[src/pkg/accp_defs.vh]
// Register offsets, field positions, reset values and timing counts
`ifndef ACCP_DEFS_VH
`define ACCP_DEFS_VH

`define ACCP_ADDR_STATUS 8'h00
`define ACCP_ADDR_CONTROL 8'h04
`define ACCP_ADDR_CHARGE 8'h08
`define ACCP_ADDR_HIGH_LIMIT 8'h0c
`define ACCP_ADDR_LOW_LIMIT 8'h10
`define ACCP_ADDR_SCL_EDGES 8'h14

`define ACCP_STAT_DONE_BIT 1
`define ACCP_STAT_LOW_BIT 2
`define ACCP_STAT_HIGH_BIT 3
`define ACCP_STAT_ALERT_BIT 4

`define ACCP_CTRL_MODE_LSB 1
`define ACCP_CTRL_MODE_MSB 2
`define ACCP_CTRL_PRESC_LSB 3
`define ACCP_CTRL_PRESC_MSB 5
`define ACCP_CTRL_ACK_BIT 7

`define ACCP_MODE_OFF 2'h0
`define ACCP_MODE_CHARGE_DONE 2'h1
`define ACCP_MODE_ALERT 2'h2

`define ACCP_RESET_MODE 2'h2
`define ACCP_RESET_PRESC 3'h7
`define ACCP_RESET_CHARGE 16'h7fff
`define ACCP_RESET_LOW_LIMIT 16'h0000
`define ACCP_RESET_HIGH_LIMIT 16'hffff
`define ACCP_FORCED_CHARGE 16'hffff

`define ACCP_CLK_MHZ 250
`define ACCP_CHARGE_DONE_MIN_PULSE_NS 1000
`define ACCP_SCL_MAX_KHZ 400
// Filter accepts a quarter of the least pulse so every legal pulse is caught
`define ACCP_DONE_FILTER_CYCLES ((`ACCP_CHARGE_DONE_MIN_PULSE_NS * `ACCP_CLK_MHZ) / 4000)

`endif

[src/design/accp_prescaler.v]
// Charge prescaler: divides integrator steps by M and reports wrap events
`default_nettype none
module accp_prescaler
(
  input wire clk_in,
  input wire reset_n_in,
  input wire hold_in,
  input wire [2:0] m_code_in,
  input wire step_up_in,
  input wire step_down_in,
  output reg overflow_out,
  output reg underflow_out
);

  reg [6:0] count;
  wire [6:0] top;

  // M is two to the power of the code, so code 7 gives the default of 128
  assign top = (7'h01 << m_code_in) - 7'h01;

  always @(posedge clk_in or negedge reset_n_in)
  begin
    if (!reset_n_in)
    begin
      count <= 7'h00;
      overflow_out <= 1'b0;
      underflow_out <= 1'b0;
    end
    else
    begin
      overflow_out <= 1'b0;
      underflow_out <= 1'b0;
      if (hold_in)
      begin
        count <= 7'h00;
      end
      else if (step_up_in && !step_down_in)
      begin
        if (count >= top)
        begin
          count <= 7'h00;
          overflow_out <= 1'b1; // (RULE11)
        end
        else
        begin
          count <= count + 7'h01;
        end
      end
      else if (step_down_in && !step_up_in)
      begin
        if (count == 7'h00)
        begin
          count <= top;
          underflow_out <= 1'b1; // (RULE11)
        end
        else
        begin
          count <= count - 7'h01;
        end
      end
    end
  end

endmodule
`default_nettype wire

[src/design/accp_top.v]
// Shared alert / charge-done pin logic with charge count, limits and APB registers
`include "accp_defs.vh"
`default_nettype none
// Contract
// (RULE1) Control bits [2:1] pick alert output or charge-done input for the pin.
// (RULE2) After reset the pin is in alert mode, released by the alert response.
// (RULE3) Alert mode pulls the open-drain pin low when a limit is crossed.
// (RULE4) Charge-done input high forces the 16-bit charge count to all ones.
// (RULE5) Counting pauses while charge-done is high, resumes from the forced value.
// (RULE6) The charger holds charge-done high at least one microsecond.
// (RULE7) One count is 0.085 mAh times M over 128; M defaults to 128.
// (RULE8) Serial clock up to 400 kHz is accepted; the host stays at or below it.
// (RULE9) Limit crossings set low or high status flags; pin pulls only in alert mode.
// (RULE10) Reset: charge 7fff, low limit 0000, high limit ffff, alert mode, M 128.
// (RULE11) Prescaler overflow adds one count, underflow takes one away.
// (RULE12) In charge-done mode the pin is never driven, flags still report.
module accp_top
#(
  parameter FILTER_CYCLES = `ACCP_DONE_FILTER_CYCLES
)
(
  input wire clk_in,
  input wire reset_n_in,
  input wire psel_in,
  input wire penable_in,
  input wire pwrite_in,
  input wire [7:0] paddr_in,
  input wire [31:0] pwdata_in,
  output reg [31:0] prdata_out,
  output reg pready_out,
  output reg pslverr_out,
  input wire step_up_in,
  input wire step_down_in,
  input wire scl_in,
  input wire alert_or_charge_done_pin_in,
  output reg alert_or_charge_done_pin_out,
  output reg alert_or_charge_done_pin_oe_out
);

  reg [1:0] pin_mode;
  reg [2:0] presc_code;
  reg [15:0] accumulated_charge_count;
  reg [15:0] high_limit;
  reg [15:0] low_limit;
  reg flag_low;
  reg flag_high;
  reg flag_done;
  reg alert_pending;
  reg [15:0] scl_edges;
  reg pin_meta;
  reg pin_sync;
  reg scl_meta;
  reg scl_sync;
  reg scl_prev;
  reg [7:0] filter_count;
  reg charge_done_input;
  wire access;
  wire wr;
  wire overflow;
  wire underflow;
  wire charge_done_mode;
  wire alert_mode;
  wire over_high;
  wire under_low;
  wire scl_rise;
  reg [31:0] next_rdata;
  reg next_err;

  assign access = psel_in && penable_in && pready_out;
  assign wr = access && pwrite_in;
  assign charge_done_mode = (pin_mode == `ACCP_MODE_CHARGE_DONE); // (RULE1)
  assign alert_mode = (pin_mode == `ACCP_MODE_ALERT); // (RULE1)
  assign over_high = accumulated_charge_count > high_limit;
  assign under_low = accumulated_charge_count < low_limit;
  assign scl_rise = scl_sync && !scl_prev;

  // Two-flop synchronisers for the pin and the serial clock
  always @(posedge clk_in or negedge reset_n_in)
  begin
    if (!reset_n_in)
    begin
      pin_meta <= 1'b0;
      pin_sync <= 1'b0;
      scl_meta <= 1'b1;
      scl_sync <= 1'b1;
      scl_prev <= 1'b1;
    end
    else
    begin
      pin_meta <= alert_or_charge_done_pin_in;
      pin_sync <= pin_meta;
      scl_meta <= scl_in;
      scl_sync <= scl_meta; // (RULE8)
      scl_prev <= scl_sync;
    end
  end

  // Counts serial clock rising edges; 4 ns sampling resolves 400 kHz easily
  always @(posedge clk_in or negedge reset_n_in)
  begin
    if (!reset_n_in)
    begin
      scl_edges <= 16'h0000;
    end
    else if (scl_rise)
    begin
      scl_edges <= scl_edges + 16'h0001; // (RULE8)
    end
  end

  // Glitch filter shorter than the least legal charge-done pulse
  always @(posedge clk_in or negedge reset_n_in)
  begin
    if (!reset_n_in)
    begin
      filter_count <= 8'h00;
      charge_done_input <= 1'b0;
    end
    else if (!charge_done_mode || !pin_sync)
    begin
      filter_count <= 8'h00;
      charge_done_input <= 1'b0;
    end
    else if (filter_count >= FILTER_CYCLES[7:0] - 8'h01)
    begin
      charge_done_input <= 1'b1; // (RULE6)
    end
    else
    begin
      filter_count <= filter_count + 8'h01;
    end
  end

  accp_prescaler u_prescaler
  (
    .clk_in(clk_in),
    .reset_n_in(reset_n_in),
    .hold_in(charge_done_input),
    .m_code_in(presc_code),
    .step_up_in(step_up_in),
    .step_down_in(step_down_in),
    .overflow_out(overflow),
    .underflow_out(underflow)
  );

  // Control, limits and charge count
  always @(posedge clk_in or negedge reset_n_in)
  begin
    if (!reset_n_in)
    begin
      pin_mode <= `ACCP_RESET_MODE; // (RULE2) (RULE10)
      presc_code <= `ACCP_RESET_PRESC; // (RULE7) (RULE10)
      accumulated_charge_count <= `ACCP_RESET_CHARGE; // (RULE10)
      high_limit <= `ACCP_RESET_HIGH_LIMIT; // (RULE10)
      low_limit <= `ACCP_RESET_LOW_LIMIT; // (RULE10)
    end
    else
    begin
      if (wr && paddr_in == `ACCP_ADDR_CONTROL)
      begin
        pin_mode <= pwdata_in[`ACCP_CTRL_MODE_MSB:`ACCP_CTRL_MODE_LSB]; // (RULE1)
        presc_code <= pwdata_in[`ACCP_CTRL_PRESC_MSB:`ACCP_CTRL_PRESC_LSB]; // (RULE7)
      end
      if (wr && paddr_in == `ACCP_ADDR_HIGH_LIMIT)
      begin
        high_limit <= pwdata_in[15:0];
      end
      if (wr && paddr_in == `ACCP_ADDR_LOW_LIMIT)
      begin
        low_limit <= pwdata_in[15:0];
      end
      if (charge_done_input)
      begin
        accumulated_charge_count <= `ACCP_FORCED_CHARGE; // (RULE4) (RULE5)
      end
      else if (wr && paddr_in == `ACCP_ADDR_CHARGE)
      begin
        accumulated_charge_count <= pwdata_in[15:0];
      end
      else if (overflow)
      begin
        accumulated_charge_count <= accumulated_charge_count + 16'h0001; // (RULE11) (RULE5)
      end
      else if (underflow)
      begin
        accumulated_charge_count <= accumulated_charge_count - 16'h0001; // (RULE11) (RULE5)
      end
    end
  end

  // Sticky status flags: write one clears, a new event in the same cycle wins
  always @(posedge clk_in or negedge reset_n_in)
  begin
    if (!reset_n_in)
    begin
      flag_low <= 1'b0;
      flag_high <= 1'b0;
      flag_done <= 1'b0;
      alert_pending <= 1'b0;
    end
    else
    begin
      if (under_low)
      begin
        flag_low <= 1'b1; // (RULE9)
      end
      else if (wr && paddr_in == `ACCP_ADDR_STATUS && pwdata_in[`ACCP_STAT_LOW_BIT])
      begin
        flag_low <= 1'b0;
      end
      if (over_high)
      begin
        flag_high <= 1'b1; // (RULE9)
      end
      else if (wr && paddr_in == `ACCP_ADDR_STATUS && pwdata_in[`ACCP_STAT_HIGH_BIT])
      begin
        flag_high <= 1'b0;
      end
      if (charge_done_input)
      begin
        flag_done <= 1'b1;
      end
      else if (wr && paddr_in == `ACCP_ADDR_STATUS && pwdata_in[`ACCP_STAT_DONE_BIT])
      begin
        flag_done <= 1'b0;
      end
      // Alert holds while a limit is crossed in alert mode, then until the host answers the alert response or leaves alert mode
      if (alert_mode && (over_high || under_low))
      begin
        alert_pending <= 1'b1; // (RULE2) (RULE3)
      end
      else if (!alert_mode || (wr && paddr_in == `ACCP_ADDR_CONTROL
                               && pwdata_in[`ACCP_CTRL_ACK_BIT]))
      begin
        alert_pending <= 1'b0; // (RULE2) (RULE12)
      end
    end
  end

  // Open-drain pin: only ever driven low, and only in alert mode
  always @(posedge clk_in or negedge reset_n_in)
  begin
    if (!reset_n_in)
    begin
      alert_or_charge_done_pin_out <= 1'b0;
      alert_or_charge_done_pin_oe_out <= 1'b0;
    end
    else
    begin
      alert_or_charge_done_pin_out <= 1'b0; // (RULE3)
      alert_or_charge_done_pin_oe_out <= alert_mode && alert_pending; // (RULE3) (RULE9) (RULE12)
    end
  end

  // Read mux and decode
  always @*
  begin
    next_rdata = 32'h00000000;
    next_err = 1'b0;
    if (paddr_in == `ACCP_ADDR_STATUS)
    begin
      next_rdata[`ACCP_STAT_DONE_BIT] = flag_done;
      next_rdata[`ACCP_STAT_LOW_BIT] = flag_low;
      next_rdata[`ACCP_STAT_HIGH_BIT] = flag_high;
      next_rdata[`ACCP_STAT_ALERT_BIT] = alert_pending;
    end
    else if (paddr_in == `ACCP_ADDR_CONTROL)
    begin
      next_rdata[`ACCP_CTRL_MODE_MSB:`ACCP_CTRL_MODE_LSB] = pin_mode;
      next_rdata[`ACCP_CTRL_PRESC_MSB:`ACCP_CTRL_PRESC_LSB] = presc_code;
    end
    else if (paddr_in == `ACCP_ADDR_CHARGE)
    begin
      next_rdata[15:0] = accumulated_charge_count;
    end
    else if (paddr_in == `ACCP_ADDR_HIGH_LIMIT)
    begin
      next_rdata[15:0] = high_limit;
    end
    else if (paddr_in == `ACCP_ADDR_LOW_LIMIT)
    begin
      next_rdata[15:0] = low_limit;
    end
    else if (paddr_in == `ACCP_ADDR_SCL_EDGES)
    begin
      next_rdata[15:0] = scl_edges;
    end
    else
    begin
      next_err = 1'b1;
    end
  end

  // APB answer: one wait state, pready high in the second access cycle
  always @(posedge clk_in or negedge reset_n_in)
  begin
    if (!reset_n_in)
    begin
      pready_out <= 1'b0;
      pslverr_out <= 1'b0;
      prdata_out <= 32'h00000000;
    end
    else if (psel_in && penable_in && !pready_out)
    begin
      pready_out <= 1'b1;
      pslverr_out <= next_err;
      prdata_out <= pwrite_in ? 32'h00000000 : next_rdata;
    end
    else
    begin
      pready_out <= 1'b0;
      pslverr_out <= 1'b0;
      prdata_out <= 32'h00000000;
    end
  end

endmodule
`default_nettype wire

[config.mk]
export PLATFORM = sky130hd
export DESIGN_NAME = accp_top
export DESIGN_NICKNAME = d
export VERILOG_FILES = /design/src/design/accp_prescaler.v /design/src/design/accp_top.v
export VERILOG_INCLUDE_DIRS = /design/src /design/src/pkg
export SDC_FILE = /design/constraint.sdc
export NUM_CORES = 1
export LEC_CHECK = 0
export ABC_AREA = 1
export BUFFER_PORTS_ARGS = -buffer_cell sky130_fd_sc_hd__buf_2
export CAP_MARGIN = 20
export CORE_MARGIN = 4
export CORE_UTILIZATION = 40
export CTS_CLUSTER_SIZE = 14
export DETAILED_ROUTE_END_ITERATION = 10
export MAX_ROUTING_LAYER = met4
export PLACE_DENSITY = 0.64
export SETUP_SLACK_MARGIN = 0.02
export SLEW_MARGIN = 5
export SYNTH_ARGS = -nofsm -noshare
export SYNTH_HDL_FRONTEND = slang
export SYNTH_HIERARCHICAL = 1
export SYNTH_SLANG_ARGS = --single-unit
[constraint.sdc]
create_clock -name clk_in -period 3.8 [get_ports clk_in]
set_input_delay 0.76 -clock clk_in [delete_from_list [all_inputs] [get_ports clk_in]]
set_output_delay 0.76 -clock clk_in [all_outputs]
set_load 0.005 [all_outputs]
=== After elaboration in Yosys (flattened, before gate mapping) ===
Cells that the tools add are included.

* Input port bits: 49
* Output and inout bits: 36
* Logic and storage cells: 129
* Register bits after elaboration: 131

* Muxes and demuxes: 48
* Order comparisons: 4
* Equality and inequality tests: 8
* Add/sub/neg operators: 7
* Reductions and logical operators: 37
* Shifts and indexed selects: 1

{| class="wikitable"
|+ Operators by type and width
! kind !! number
|-
| two-way mux 16 bit || 10
|-
| two-way mux 7 bit || 5
|-
| adder 16 x 1 -> 16 bit (second input constant) || 2
|-
| two-way mux 1 bit || 27
|-
| logical AND 1 bit || 18
|-
| == test 8 x 4 -> 1 bit (second input constant) || 2
|-
| == test 8 x 5 -> 1 bit (second input constant) || 2
|-
| > comparator 16 bit || 1
|-
| < comparator 16 bit || 1
|-
| two-way mux 8 bit || 2
|-
| subtractor 16 x 1 -> 16 bit (second input constant) || 1
|-
| subtractor 7 x 1 -> 7 bit (second input constant) || 2
|-
| two-way mux 11 bit || 1
|-
| two-way mux 10 bit || 1
|-
| nonzero test 2 bit || 5
|-
| adder 8 x 1 -> 8 bit (second input constant) || 1
|-
| == test 8 x 3 -> 1 bit (second input constant) || 1
|-
| greater-or-equal comparator 8 x 6 -> 1 bit (second input constant) || 1
|-
| zero test 8 bit || 1
|-
| adder 7 x 1 -> 7 bit (second input constant) || 1
|-
| greater-or-equal comparator 7 bit || 1
|-
| zero test 1 bit || 7
|-
| zero test 7 bit || 1
|-
| left shift 1 x 3 -> 7 bit (first input constant) || 1
|-
| 8 further kinds || 10
|}

=== Depth between registers and ports, before layout ===
Gate-level depths: netlist (run 1).

* Depth in word-level cells: 9
* Mapped depth: 15
* Depth with buffers taken out: 15

=== Modules after synthesis ===
Netlist (run 1), hierarchy kept.

{| class="wikitable"
|+ By module, submodules not included
! module !! area an instance (µm²) !! cells each !! times used !! seq. area each (µm²)
|-
| accp_top || 6,671.4 || 872 || 1 || 2,700.1
|-
| accp_prescaler || 974.7 || 153 || 1 || 225.2
|}

=== Worst setup path after synthesis (run 1) ===
OpenSTA, ideal clock, no wires.

* Kind: in2reg
* Start: in paddr_in[5]
* End: reg accumulated_charge_count[15]
* Buffers on the path: 1
* Slack: 1.802 ns
* Data arrival time: 1.877 ns
* Required time: 3.679 ns
* Stages: 11
* Library setup time: 0.121 ns
* Cells stage by stage: nor2_1 -> nand2_1 -> nor2_4 -> nand2_4 -> nor2_4 -> nand2_4 -> nand2_4 -> nand2_2 -> buf_6 -> nor2_1 -> a21oi_1

* Longest elaborated chain between the ends: 4
* Elaborated cells between the ends (all ways): 5
* Those cells by class: eq/ne (1); mux (2); reduce/logical (2)

{| class="wikitable"
|+ Ends and longest elaborated chain
! element !! RTL line !! text
|-
| start, declared || accp_top.v:27 || <nowiki>input wire [7:0] paddr_in,</nowiki>
|-
| == test 8 x 4 -> 1 bit (no line) (*) || -- ||
|-
| logical AND 1 bit (no line) (*) || -- ||
|-
| two-way mux 16 bit || accp_top.v:176 || <nowiki>else if (wr && paddr_in == `ACCP_ADDR_CHARGE)</nowiki>
|-
| two-way mux 16 bit || accp_top.v:172 || <nowiki>if (charge_done_input)</nowiki>
|-
| end signal, assigned || accp_top.v:174 || <nowiki>accumulated_charge_count <= `ACCP_FORCED_CHARGE;</nowiki>
|-
| end signal, assigned || accp_top.v:178 || <nowiki>accumulated_charge_count <= pwdata_in[15:0];</nowiki>
|-
| end signal, assigned || accp_top.v:182 || <nowiki>accumulated_charge_count <= accumulated_charge_count + 16'h0001;</nowiki>
|-
| end, declared || accp_top.v:42 || <nowiki>reg [15:0] accumulated_charge_count;</nowiki>
|}

Every way passes the cells marked *; elsewhere a longest branch is shown, timed or not.
A chain may end at the register's enable or synchronous reset.

=== Worst setup path after layout (run 1) ===
* Start: reg u_prescaler.overflow_out
* End: reg accumulated_charge_count[6]

* Longest elaborated chain between the ends: 3
* Elaborated cells between the ends (all ways): 4
* Those cells by class: mux (3); reduce/logical (1)

{| class="wikitable"
|+ Ends and longest elaborated chain
! element !! RTL line !! text
|-
| start, declared || accp_prescaler.v:11 || <nowiki>output reg overflow_out,</nowiki>
|-
| start signal, assigned || accp_prescaler.v:26 || <nowiki>overflow_out <= 1'b0;</nowiki>
|-
| start signal, assigned || accp_prescaler.v:31 || <nowiki>overflow_out <= 1'b0;</nowiki>
|-
| start signal, assigned || accp_prescaler.v:42 || <nowiki>overflow_out <= 1'b1;</nowiki>
|-
| two-way mux 16 bit || accp_top.v:180 || <nowiki>else if (overflow)</nowiki>
|-
| two-way mux 16 bit || accp_top.v:176 ||
|-
| two-way mux 16 bit || accp_top.v:172 ||
|}

Parallel ways exist; a longest one is shown, timed or not.

==> metrics.txt, run 1 <==
WL final=18700 um; post-CTS sizing=0; Clock power frac=28.9%; clock skew=0.00905 ns; Cell Rows=50; Tcrit/Tclk final=about three fifths; Tmin final=2.35 ns; critical path type=reg -> reg; vias=6566; Tightest Pin Transition=0.760 ns; fmax=426 MHz; Post-synth EDFFs=0; Layout Utilization=46.2%; Flop pwr share=31.0%; IO buf count=between 50 and 60; Die ar.=approximately 0.021 mm2; Synth warnings=6; clk slew on worst S/H paths=0.05 ns; post-synthesis cell count=1025; hold_buf cts=0; Core Box Area=~0.019 mm2; Post-synth ARST share=between 90% and 100%; CTS tree=built; #FFs+latches synth=115; setup bufs post-CTS=0; clock sinks=115; Critical Path AT=around 2.7 ns; Ant. Diodes=0; I/O pins=85; Remaining Overflow, GRT=0; Power per Cell Area=633 mW/mm2; Max Cap Viol=0; Die Wd=146 um; Pint=3.35 mW; chip height=between 100 and 150 um; Total Routing Usage GR=18.3%; Comb power frac=40.0%; residual DRC count=0; clk root buf=clkbuf_16; unrepaired setup endpoints after global routing=no; Inserted Clock Buffers=17; Primary FF master, synth=dfrtp_1; worst-path fanout max=15; First-pass DRT Iterations=5; largest net degree at the start of global routing=60; Clock Tree Buf Depth=2; H-tree levels=4; Area growth syn-to-layout=13.5%; Setup crit end kind=flip-flop; run status=complete, no violations; Critical Path RT=a little over 4 ns; share of post-route cells with drive strength above 1=14.4%; Max Slew Vio Count=0; first-pass GRT wire length=31200 um; wire length per cell=between 10 and 15 um; GPL Wtd Cong=0.903; DP HPWL=14200 um; sequential fraction of the synthesis area=38.3%; VDD IR max=321 uV; vias per cell=~5; Hold/Removal Path Class=reg -> reg; antenna violations before repair=0; Switching Fraction=roughly two fifths; final setup TNS=0 ns; Syn Area/Cell=7.46 um2; Cell Area, Synth=around 0.0076 mm2; Cell variety after synth=41; post-route ant nets=0; Worst-Skew Late Latency=0.42 ns; critical path startpoint category=flip-flop; final setup fails=0; Nets=1192; Initial Utilization=between 40% and 50%; leakage=4.34 nW; Final Hold Fails=0; switching power total=2.14 mW; vias in the first global route=between 6000 and 7000; initial DRC count=360; relative slew slack=49.3%
[state kept, by name (all words and copies together) (netlist names), 2 cells and up]
name and count:
low_limit 16, filter_count 8, scl_edges 16, high_limit 16, u_prescaler/count 7, presc_code 3, prdata_out 16, accumulated_charge_count 16
pin_mode 2
[layout make-up]
| class | count | area (um2) |
|---|---|---|
| flip-flops and latches | 115 | 2930 |
| clock buffers | 27 | 513 |
| inverters | 170 | 641 |
| fillers | 1829 | 10100 |
| multi-input cells | 726 | 3940 |
| repair buffers | 54 | 293 |
| well taps | 234 | 293 |
| clock inverters | 5 | 75.1 |
[routing by layer]
layer / share of wire, % / vias up / global-route usage (%)
met3: 3.7 / 25 / 3.10
met2: 48 / 135 / 29.7
li1: - / 3379 / -
met4: 1.6 / 0 / 5.41
met1: 47 / 3027 / 23.7
met5: 0 / - / -
[cells by family (layout without fill, tap and decap cells)]
| group | after synthesis | count (layout) | share of synthesized area (%) |
|---|---|---|---|
| adder cells (fa/ha/maj) | 59 | 59 | 9.75 |
| flip-flops | 115 | 115 | 38.3 |
| AO/OA/AOI/OAI | 165 | 165 | 11.8 |
| AND/OR/NAND/NOR | 462 | 462 | 26.4 |
| other | 1 | 17 | 0.0490 |
| buffers and inverters | 200 | 256 | 11.1 |
| multiplexers | 1 | 1 | 0.147 |
| XOR/XNOR | 22 | 22 | 2.52 |
[metrics by stage]
stage | worst slack [ns] | cell area [um2] | hold WS (ns) | total power [mW] | std cells
after detailed placement | 1.14 | 8090 | 0.342 | 3.91 | 1299
after floorplan | 1.80 | 7710 | 0.331 | 3.41 | 1041
after global placement | 1.15 | 8090 | 0.335 | 3.85 | 1299
after CTS | 1.44 | 8670 | 0.354 | 5.52 | 1331
final | 1.45 | 8670 | 0.353 | 5.49 | 1331
after global routing | 1.23 | 8670 | 0.365 | 5.99 | 1331
[cell usage after synthesis (all sizes together), types with 3 or more instances]
library cell  number  area, um2
nand3             57        285
ha                58        726
o22ai              5       31.3
o211ai             6       45.0
o21ai             79        395
a21oi             60        300
nor2              93        420
nand2            273       1070
nor3              15       86.3
nand4             16        100
xor2              16        140
clkbuf             7       26.3
xnor2              6       52.6
inv              170        641
dfstp             38        998
o221ai             7       61.3
buf               23        179
nand3b             3       22.5
dfrtp             77       1930
[power groups by stage]
stage                     clock (mW)  sequential [mW]  combinational, mW
after detailed placement           0             1.72               2.19
final                           1.59             1.71               2.20
after global routing            1.67             1.74               2.58
after CTS                       1.61             1.70               2.21
after global placement             0             1.72               2.13
after floorplan                    0             1.61               1.80
[worst max-delay path, cell delays in order (launching register included)]
cell	delay [ns]
dfrtp_1	0.44
inv_1	0.43
ha_1	0.39
nand3_1	0.11
nand3_1	0.15
nand2_1	0.10
nand2_1	0.11
or2_2	0.29
nand3_1	0.07
nand3_1	0.07
nand2_1	0.07
nand2_1	0.05
[worst paths after layout]
path	from	endpoint	slack [ns]	depth (start not counted)
setup / recovery	u_prescaler/overflow_out$_DFF_PN0_	accumulated_charge_count[6]$_DFFE_PN1P_	1.45	11
hold / removal	pin_meta$_DFF_PN0_	pin_sync$_DFF_PN0_	0.35	0
setup reg to reg	u_prescaler/overflow_out$_DFF_PN0_	accumulated_charge_count[6]$_DFFE_PN1P_	1.45	11
hold reg to reg	pin_meta$_DFF_PN0_	pin_sync$_DFF_PN0_	0.35	0
max in group asynchronous	reset_n_in	high_limit[7]$_DFFE_PN1P_	2.57	2
min in group asynchronous	reset_n_in	u_prescaler/count[5]$_DFFE_PN0P_	0.40	1
[cell usage in the layout (no fill, tap or decap), types with 2 or more instances in the layout]
cell | netlist | routed
buf_4 | 18 | 3
o21ai_0 | 49 | 49
clkbuf_1 | 7 | 5
a21o_1 | 2 | 2
o21a_1 | 2 | 2
xor2_1 | 16 | 16
nor2_1 | 82 | 82
o21ai_1 | 30 | 30
nand4_1 | 16 | 16
or2_2 | 2 | 2
nor3_1 | 14 | 14
a21oi_1 | 60 | 60
clkbuf_16 | 0 | 17
inv_1 | 157 | 157
nor2_2 | 4 | 4
buf_2 | 2 | 50
o22ai_1 | 5 | 5
nor2_4 | 6 | 6
o22a_1 | 2 | 2
nand2_4 | 5 | 5
nand2_1 | 263 | 263
bufinv_16 | 0 | 2
o221ai_1 | 7 | 7
dfrtp_1 | 77 | 77
and2_1 | 2 | 2
inv_2 | 12 | 12
conb_1 | 1 | 17
nand3b_1 | 3 | 3
dfstp_2 | 38 | 38
nand2_2 | 5 | 5
ha_1 | 58 | 58
clkbuf_8 | 0 | 5
o211ai_1 | 6 | 6
nand3_1 | 57 | 57
clkinv_2 | 0 | 3
xnor2_1 | 6 | 6
Power figures use the tool's default switching activity.
==> run 2, diff against run 1 <==
==> constraint.sdc (replaced) <==
create_clock -name clk_in -period 2.4 [get_ports clk_in]
set_input_delay 0.48 -clock clk_in [delete_from_list [all_inputs] [get_ports clk_in]]
set_output_delay 0.48 -clock clk_in [all_outputs]
set_load 0.005 [all_outputs]
==> run 2 against run 1 <==
- flip-flop and latch count unchanged
- worst setup slack got worse by 1.2 ns
- critical endpoint is now u_prescaler/count[3]$_DFFE_PN0P_
- largest cell class unchanged
- sequential share of layout area decreased by 0.38 points
- via count about the same
- critical path type unchanged
- global-route usage decreased by 0.26 points
- non-clock buffer count increased by 12
- clock skew decreased by 0.0016 ns
==> metrics.txt, run 2 (synthesis results as in run 1) <==
Critical Path RT=2.76 ns (-1.39 ns); WL final=18300 um (-2.2%); Die ar.=0.0214 mm2 (unchanged); Final WS setup=0.230 ns (-1.22 ns); vias in the first global route=6254 (-2.0%); Critical path buffers and inverters=3 (+2); Tmin final=2.17 ns (-0.178 ns); Tightest Pin Transition=0.538 ns (-0.222 ns); wire length per cell=13.6 um (-3.0%); commonest non-fill, non-tap cell in the layout=nand2_1; CP Cell Sequence=inv_1, o21ai_0, inv_1, ha_1, a21oi_1, nand2_1, nand2_1, nand2_1, nand2_1, nand2_1, inv_1, nand2_1, nand2_1; Max Slew Vio Count=0 (unchanged); first-pass GRT wire length=30700 um (-1.6%); post-route ant nets=0 (unchanged); chip height=146 um (unchanged); Nets=1204 (+1.0%); WL met2=8590 um (-3.6%); Design Power=8.70 mW (+58%); IO buf count=51 (unchanged); Inserted Clock Buffers=17 (unchanged); H-tree levels=4 (unchanged); unrepaired setup endpoints after global routing=no; critical path startpoint category=flip-flop; share of post-route cells with drive strength above 1=15.6% (+1.2 points); I/O pins=85 (unchanged); R2R depth=13 (+2); DR top layer=met4; largest net degree at the start of global routing=61 (+1.7%); wl on met1=8760 um (-0.52%); Tcrit/Tclk final=90.4% (+29 points); worst-path fanout max=5 (-10); slowest cell delay on critical path=0.58 ns (+0.14 ns); vias=6568 (+0.030%); Initial Utilization=40.7% (unchanged); cell depth of the worst setup path=13 (+2); Ant. Diodes=0 (unchanged); commonest non-fill, non-tap cells in the layout=nand2_1 (263), inv_1 (156), nor2_1 (82); DP HPWL=14300 um (+0.37%); final setup TNS=0 ns (unchanged); Placed Instance Area=0.00816 mm2 (+0.93%); clk root buf=clkbuf_16; clock sinks=115 (unchanged); Setup crit end kind=flip-flop; Area growth syn-to-layout=14.7%; Hold/Removal Path Class=in -> reg; leakage=4.38 nW (+1.0%); clock skew=0.00741 ns (-0.00165 ns); residual DRC count=0 (unchanged); relative slew slack=64.1% (+15 points); vias per cell=4.89 (-0.86%); Remaining Overflow, GRT=0 (unchanged); initial DRC count=369 (+2.5%); pre-CTS setup slack=0.226 ns (-0.915 ns); Cell Rows=50 (unchanged); delay-heaviest family, CP=flip-flops; Crit path top cell by count=nand2_1; Die Wd=146 um (unchanged); Worst-Skew Late Latency=0.42 ns (about the same); CTS tree=built; VDD IR max=493 uV (+53%); final setup fails=0 (unchanged); Max Cap Viol=0 (unchanged); antenna violations before repair=0 (unchanged); run status=complete, no violations; hold path depth=1 (+1); Power per Cell Area=992 mW/mm2 (+57%); met3 WL=701 um (+0.43%); GPL Wtd Cong=0.881 (-2.3%); Final Hold Fails=0 (unchanged); clk slew on worst S/H paths=0.06 ns (about the same); First-pass DRT Iterations=5 (unchanged); Final Cell Area=0.00877 mm2 (+1.1%); Critical Path AT=2.53 ns (-0.17 ns); fmax=461 MHz (+8.2%); Core Box Area=0.0188 mm2 (unchanged); crit path max-delay cell type=dfstp_2; critical path type=reg -> reg; Clock Tree Buf Depth=2 (unchanged); Total Routing Usage GR=18.1% (-0.26 points)
-- run 2: cell count changes in the layout (fill, tap and decap cells not counted), sizes merged --
cell         delta
clkbuf          -7
clkinv          +1
dlygate4sd3     +1
buf            +11
clkinvlp        +5
inv             +1
-- run 2: where the power goes --
group	internal, mW	switching, mW
registers	2.28	0.422
clock network	1.55	0.905
logic	1.42	2.13
-- run 2: what timing repair did --
action / in CTS / in global routing
hold buffers: 1 / 0
gates resized for setup: 0 / 1
hold endpoints to repair: 24 / 0
buffers inserted: 0 / 1
endpoints found under the setup margin: 0 / 2
-- run 2: worst register-to-register path: stages (launching register included) --
cell and delay (ns):
dfstp_2 0.58, inv_1 0.08, o21ai_0 0.24, inv_1 0.08, ha_1 0.30, a21oi_1 0.13
nand2_1 0.07, nand2_1 0.05, nand2_1 0.05, nand2_1 0.17, nand2_1 0.12, inv_1 0.12
nand2_1 0.06, nand2_1 0.05
-- run 2: layer usage --
layer | vias up | global-route usage, %
met5 | - | -
met4 | 0 | 5.41
met3 | 19 | 3.41
met2 | 141 | 28.6
met1 | 3011 | 23.7
li1 | 3397 | -
-- run 2: cell type report --
cell class                      count  area, um2
Sequential cell                   115       2930
Multi-Input combinational cell    726       3940
Clock buffer                       20        447
Timing Repair Buffer               66        398
Fill cell                        1875       9990
Clock inverter                     12        131
Tap cell                          234        293
Inverter                          170        644
-- run 2: final timing paths --
| path | slack [ns] | from | end |
|---|---|---|---|
| hold / removal | 0.16 | alert_or_charge_done_pin_in | pin_meta$_DFF_PN0_ |
| hold reg to reg | 0.35 | pin_meta$_DFF_PN0_ | pin_sync$_DFF_PN0_ |
| setup / recovery | 0.23 | presc_code[0]$_DFFE_PN1P_ | u_prescaler/count[3]$_DFFE_PN0P_ |
| max in group asynchronous | 1.13 | reset_n_in | scl_prev$_DFF_PN1_ |
| setup reg to reg | 0.23 | presc_code[0]$_DFFE_PN1P_ | u_prescaler/count[3]$_DFFE_PN0P_ |
| min in group asynchronous | 0.52 | reset_n_in | filter_count[1]$_DFFE_PN0P_ |
-- run 2: through the flow --
stage               utilization (%)  cells  hold WS [ns]
finish                         46.7   1343         0.161
global route                   46.7   1343         0.147
CTS                            46.6   1342         0.143
detailed placement             43.5   1309         0.336
global placement               43.5   1309         0.331
floorplan                         -   1041         0.184
==> run 3, diff against run 2 <==
==> constraint.sdc (replaced) <==
create_clock -name clk_in -period 2.4 [get_ports clk_in]
set_input_delay 0.12 -clock clk_in [delete_from_list [all_inputs] [get_ports clk_in]]
set_output_delay 0.12 -clock clk_in [all_outputs]
set_load 0.005 [all_outputs]
==> run 3 against run 2 <==
- first-iteration DRC count decreased by 7.3%
- register-to-register slack about the same
- global-route usage increased by 0.46 points
- combinational power about the same
- sequential power about the same
- non-clock buffer count increased by 8
- utilization increased by 0.72 points
- wire length increased by 1.6%
- clock-buffer cell count increased by 3
- flip-flop and latch count unchanged
- maximum frequency increased by 0.37%
- via count decreased by 0.33%
==> metrics.txt, run 3 (synthesis results as in run 1) <==
initial DRC count=342 (-7.3%); Area growth syn-to-layout=16.5%; antenna violations before repair=0 (unchanged); Power per Cell Area=1000 mW/mm2 (+0.86%); vias per cell=4.85 (-0.93%); leakage=4.44 nW (+1.4%); vias in the first global route=6352 (+1.6%); Max Slew Vio Count=0 (unchanged); commonest non-fill, non-tap cells in the layout=nand2_1 (263), inv_1 (156), nor2_1 (82); crit path max-delay cell type=dfstp_2; post-route non-filler standard cell count=1351 (+0.60%); clock skew=0.00718 ns (-0.000228 ns); Layout Utilization=47.5% (+0.72 points); largest net degree at the start of global routing=104 (+70%); Hold Startpoint=pwdata_in[10]; clk root buf=clkbuf_16; Comb power frac=39.6% (-1.1 points); Hold/Removal Path Class=in -> reg; residual DRC count=0 (unchanged); Initial Utilization=40.7% (unchanged); Critical path buffers and inverters=4 (+1); Die ar.=0.0214 mm2 (unchanged); Die Wd=146 um (unchanged); Ant. Diodes=0 (unchanged); chip height=146 um (unchanged); Flop pwr share=30.5% (-0.5 points); register area=0.00293 mm2 (unchanged); FF-to-FF Start=presc_code[0]$_DFFE_PN1P_; Core Box Area=0.0188 mm2 (unchanged); first-pass GRT wire length=31400 um (+2.0%); fmax=463 MHz (+0.37%); clk slew on worst S/H paths=0.06 ns (about the same); Final Hold Fails=0 (unchanged); Tightest Pin Transition=0.606 ns (+0.0680 ns); critical path startpoint category=flip-flop; final setup TNS=0 ns (unchanged); Critical Path RT=2.70 ns (-0.06 ns); relative slew slack=59.6% (-4.4 points); Reg2Reg Setup Slack=0.24 ns (about the same); hold path depth=3 (+2); Clock power frac=29.9% (+1.7 points); Switching Fraction=38.5% (-1.2 points); Pint=5.48 mW (+4.5%); R2R depth=15 (+2); switching power total=3.43 mW (-0.72%); share of post-route cells with drive strength above 1=14.9% (-0.74 points); DP HPWL=14100 um (-0.79%); Hold EP=high_limit[10]$_DFFE_PN1P_; final setup fails=0 (unchanged); Critical Path AT=2.46 ns (-0.07 ns); Total Routing Usage GR=18.5% (+0.46 points); I/O pins=85 (unchanged); WL final=18600 um (+1.6%); clock sinks=115 (unchanged); Max Cap Viol=0 (unchanged); CTS tree=built; Cell Rows=50 (unchanged); critical path type=reg -> reg; GPL Wtd Cong=0.880 (-0.17%); delay-heaviest family, CP=simple AND/OR/NAND/NOR gates; post-route ant nets=0 (unchanged); IO buf count=51 (unchanged); H-tree levels=4 (unchanged); Inst Count DP=1304 (-0.38%); Tmin final=2.16 ns (-0.00799 ns); VDD IR max=516 uV (+4.8%); Worst-Skew Late Latency=0.41 ns (about the same); unrepaired setup endpoints after global routing=no; worst-path fanout max=5 (unchanged); Inserted Clock Buffers=17 (unchanged); Tcrit/Tclk final=90.1% (-0.33 points); Fillers=1852 (-1.2%); Remaining Overflow, GRT=0 (unchanged); wire length per cell=13.8 um (+0.99%); reg-to-reg endpoint=u_prescaler/count[4]$_DFFE_PN0P_; Nets=1212 (+0.66%); run status=complete, no violations; CP Cell Sequence=inv_1, o21ai_0, inv_1, ha_1, nand2_1, inv_1, nand2_1, nand2_1, nand2_1, nand2_1, nand2_1, nand2_1, inv_1, nand2_1, nand2_1; First-pass DRT Iterations=4 (-1); area of the multi-input gates=0.00394 mm2 (unchanged); commonest non-fill, non-tap cell in the layout=nand2_1; slowest cell delay on critical path=0.58 ns (about the same); vias=6546 (-0.33%); Setup crit end kind=flip-flop; Crit path top cell by count=nand2_1; Clock Tree Buf Depth=2 (unchanged)
## run 3: worst min-delay path, delay by kind of cell
kind                   cells  cell delay, ns
buffers and inverters      2            0.21
AO/OA/AOI/OAI              1            0.08
## run 3: worst max path at each step
stage / startpoint / to / slack, ns / depth (start not counted)
2_1_floorplan: u_prescaler/overflow_out$_DFF_PN0_ / accumulated_charge_count[6]$_DFFE_PN1P_ / 0.46 / 11
3_3_place_gp: u_prescaler/overflow_out$_DFF_PN0_ / accumulated_charge_count[5]$_DFFE_PN1P_ / 0.25 / 11
3_5_place_dp: u_prescaler/overflow_out$_DFF_PN0_ / accumulated_charge_count[5]$_DFFE_PN1P_ / 0.21 / 11
4_1_cts: u_prescaler/overflow_out$_DFF_PN0_ / accumulated_charge_count[5]$_DFFE_PN1P_ / 0.20 / 11
5_1_grt: presc_code[0]$_DFFE_PN1P_ / u_prescaler/count[4]$_DFFE_PN0P_ / 0.02 / 15
6_report: presc_code[0]$_DFFE_PN1P_ / u_prescaler/count[4]$_DFFE_PN0P_ / 0.24 / 15
## run 3: metrics by stage
step	setup slack [ns]	power (mW)	area (um2)	hold WS [ns]
after detailed placement	0.212	6.22	8120	-0.0120
after global routing	0.0201	9.74	8910	0.0450
after CTS	0.199	8.95	8870	0.00289
after floorplan	0.457	5.40	7710	-0.176
after global placement	0.246	6.16	8120	-0.0144
final	0.238	8.92	8910	0.00972
## run 3: repair_timing
item	4_1_cts	5_1_grt
buffers inserted	0	1
gates resized for setup	0	1
endpoints found under the hold margin	91	1
endpoints found under the setup margin	0	2
hold buffers	13	1
## run 3: power by group through the flow
| stage | clock, mW | combinational (mW) | sequential (mW) |
|---|---|---|---|
| after global routing | 2.83 | 4.16 | 2.76 |
| after CTS | 2.72 | 3.52 | 2.71 |
| after global placement | 0 | 3.42 | 2.74 |
| after floorplan | 0 | 2.85 | 2.55 |
| after detailed placement | 0 | 3.48 | 2.74 |
| final | 2.67 | 3.53 | 2.72 |
## run 3: final cells by class
cell class	instances	area share, %
Multi-Input combinational cell	726	44.2
Sequential cell	115	32.8
Inverter	170	7.23
Timing Repair Buffer	74	5.51
Clock buffer	23	5.25
Tap cell	234	3.29
Clock inverter	9	1.71
## run 3: routing by layer
| metal | track usage, % | vias up | share of wire, % |
|---|---|---|---|
| li1 | - | 3417 | - |
| met1 | 24.2 | 3000 | 48 |
| met2 | 29.9 | 101 | 47 |
| met3 | 3.17 | 28 | 3.3 |
| met4 | 5.13 | 0 | 1.6 |
| met5 | - | - | 0 |
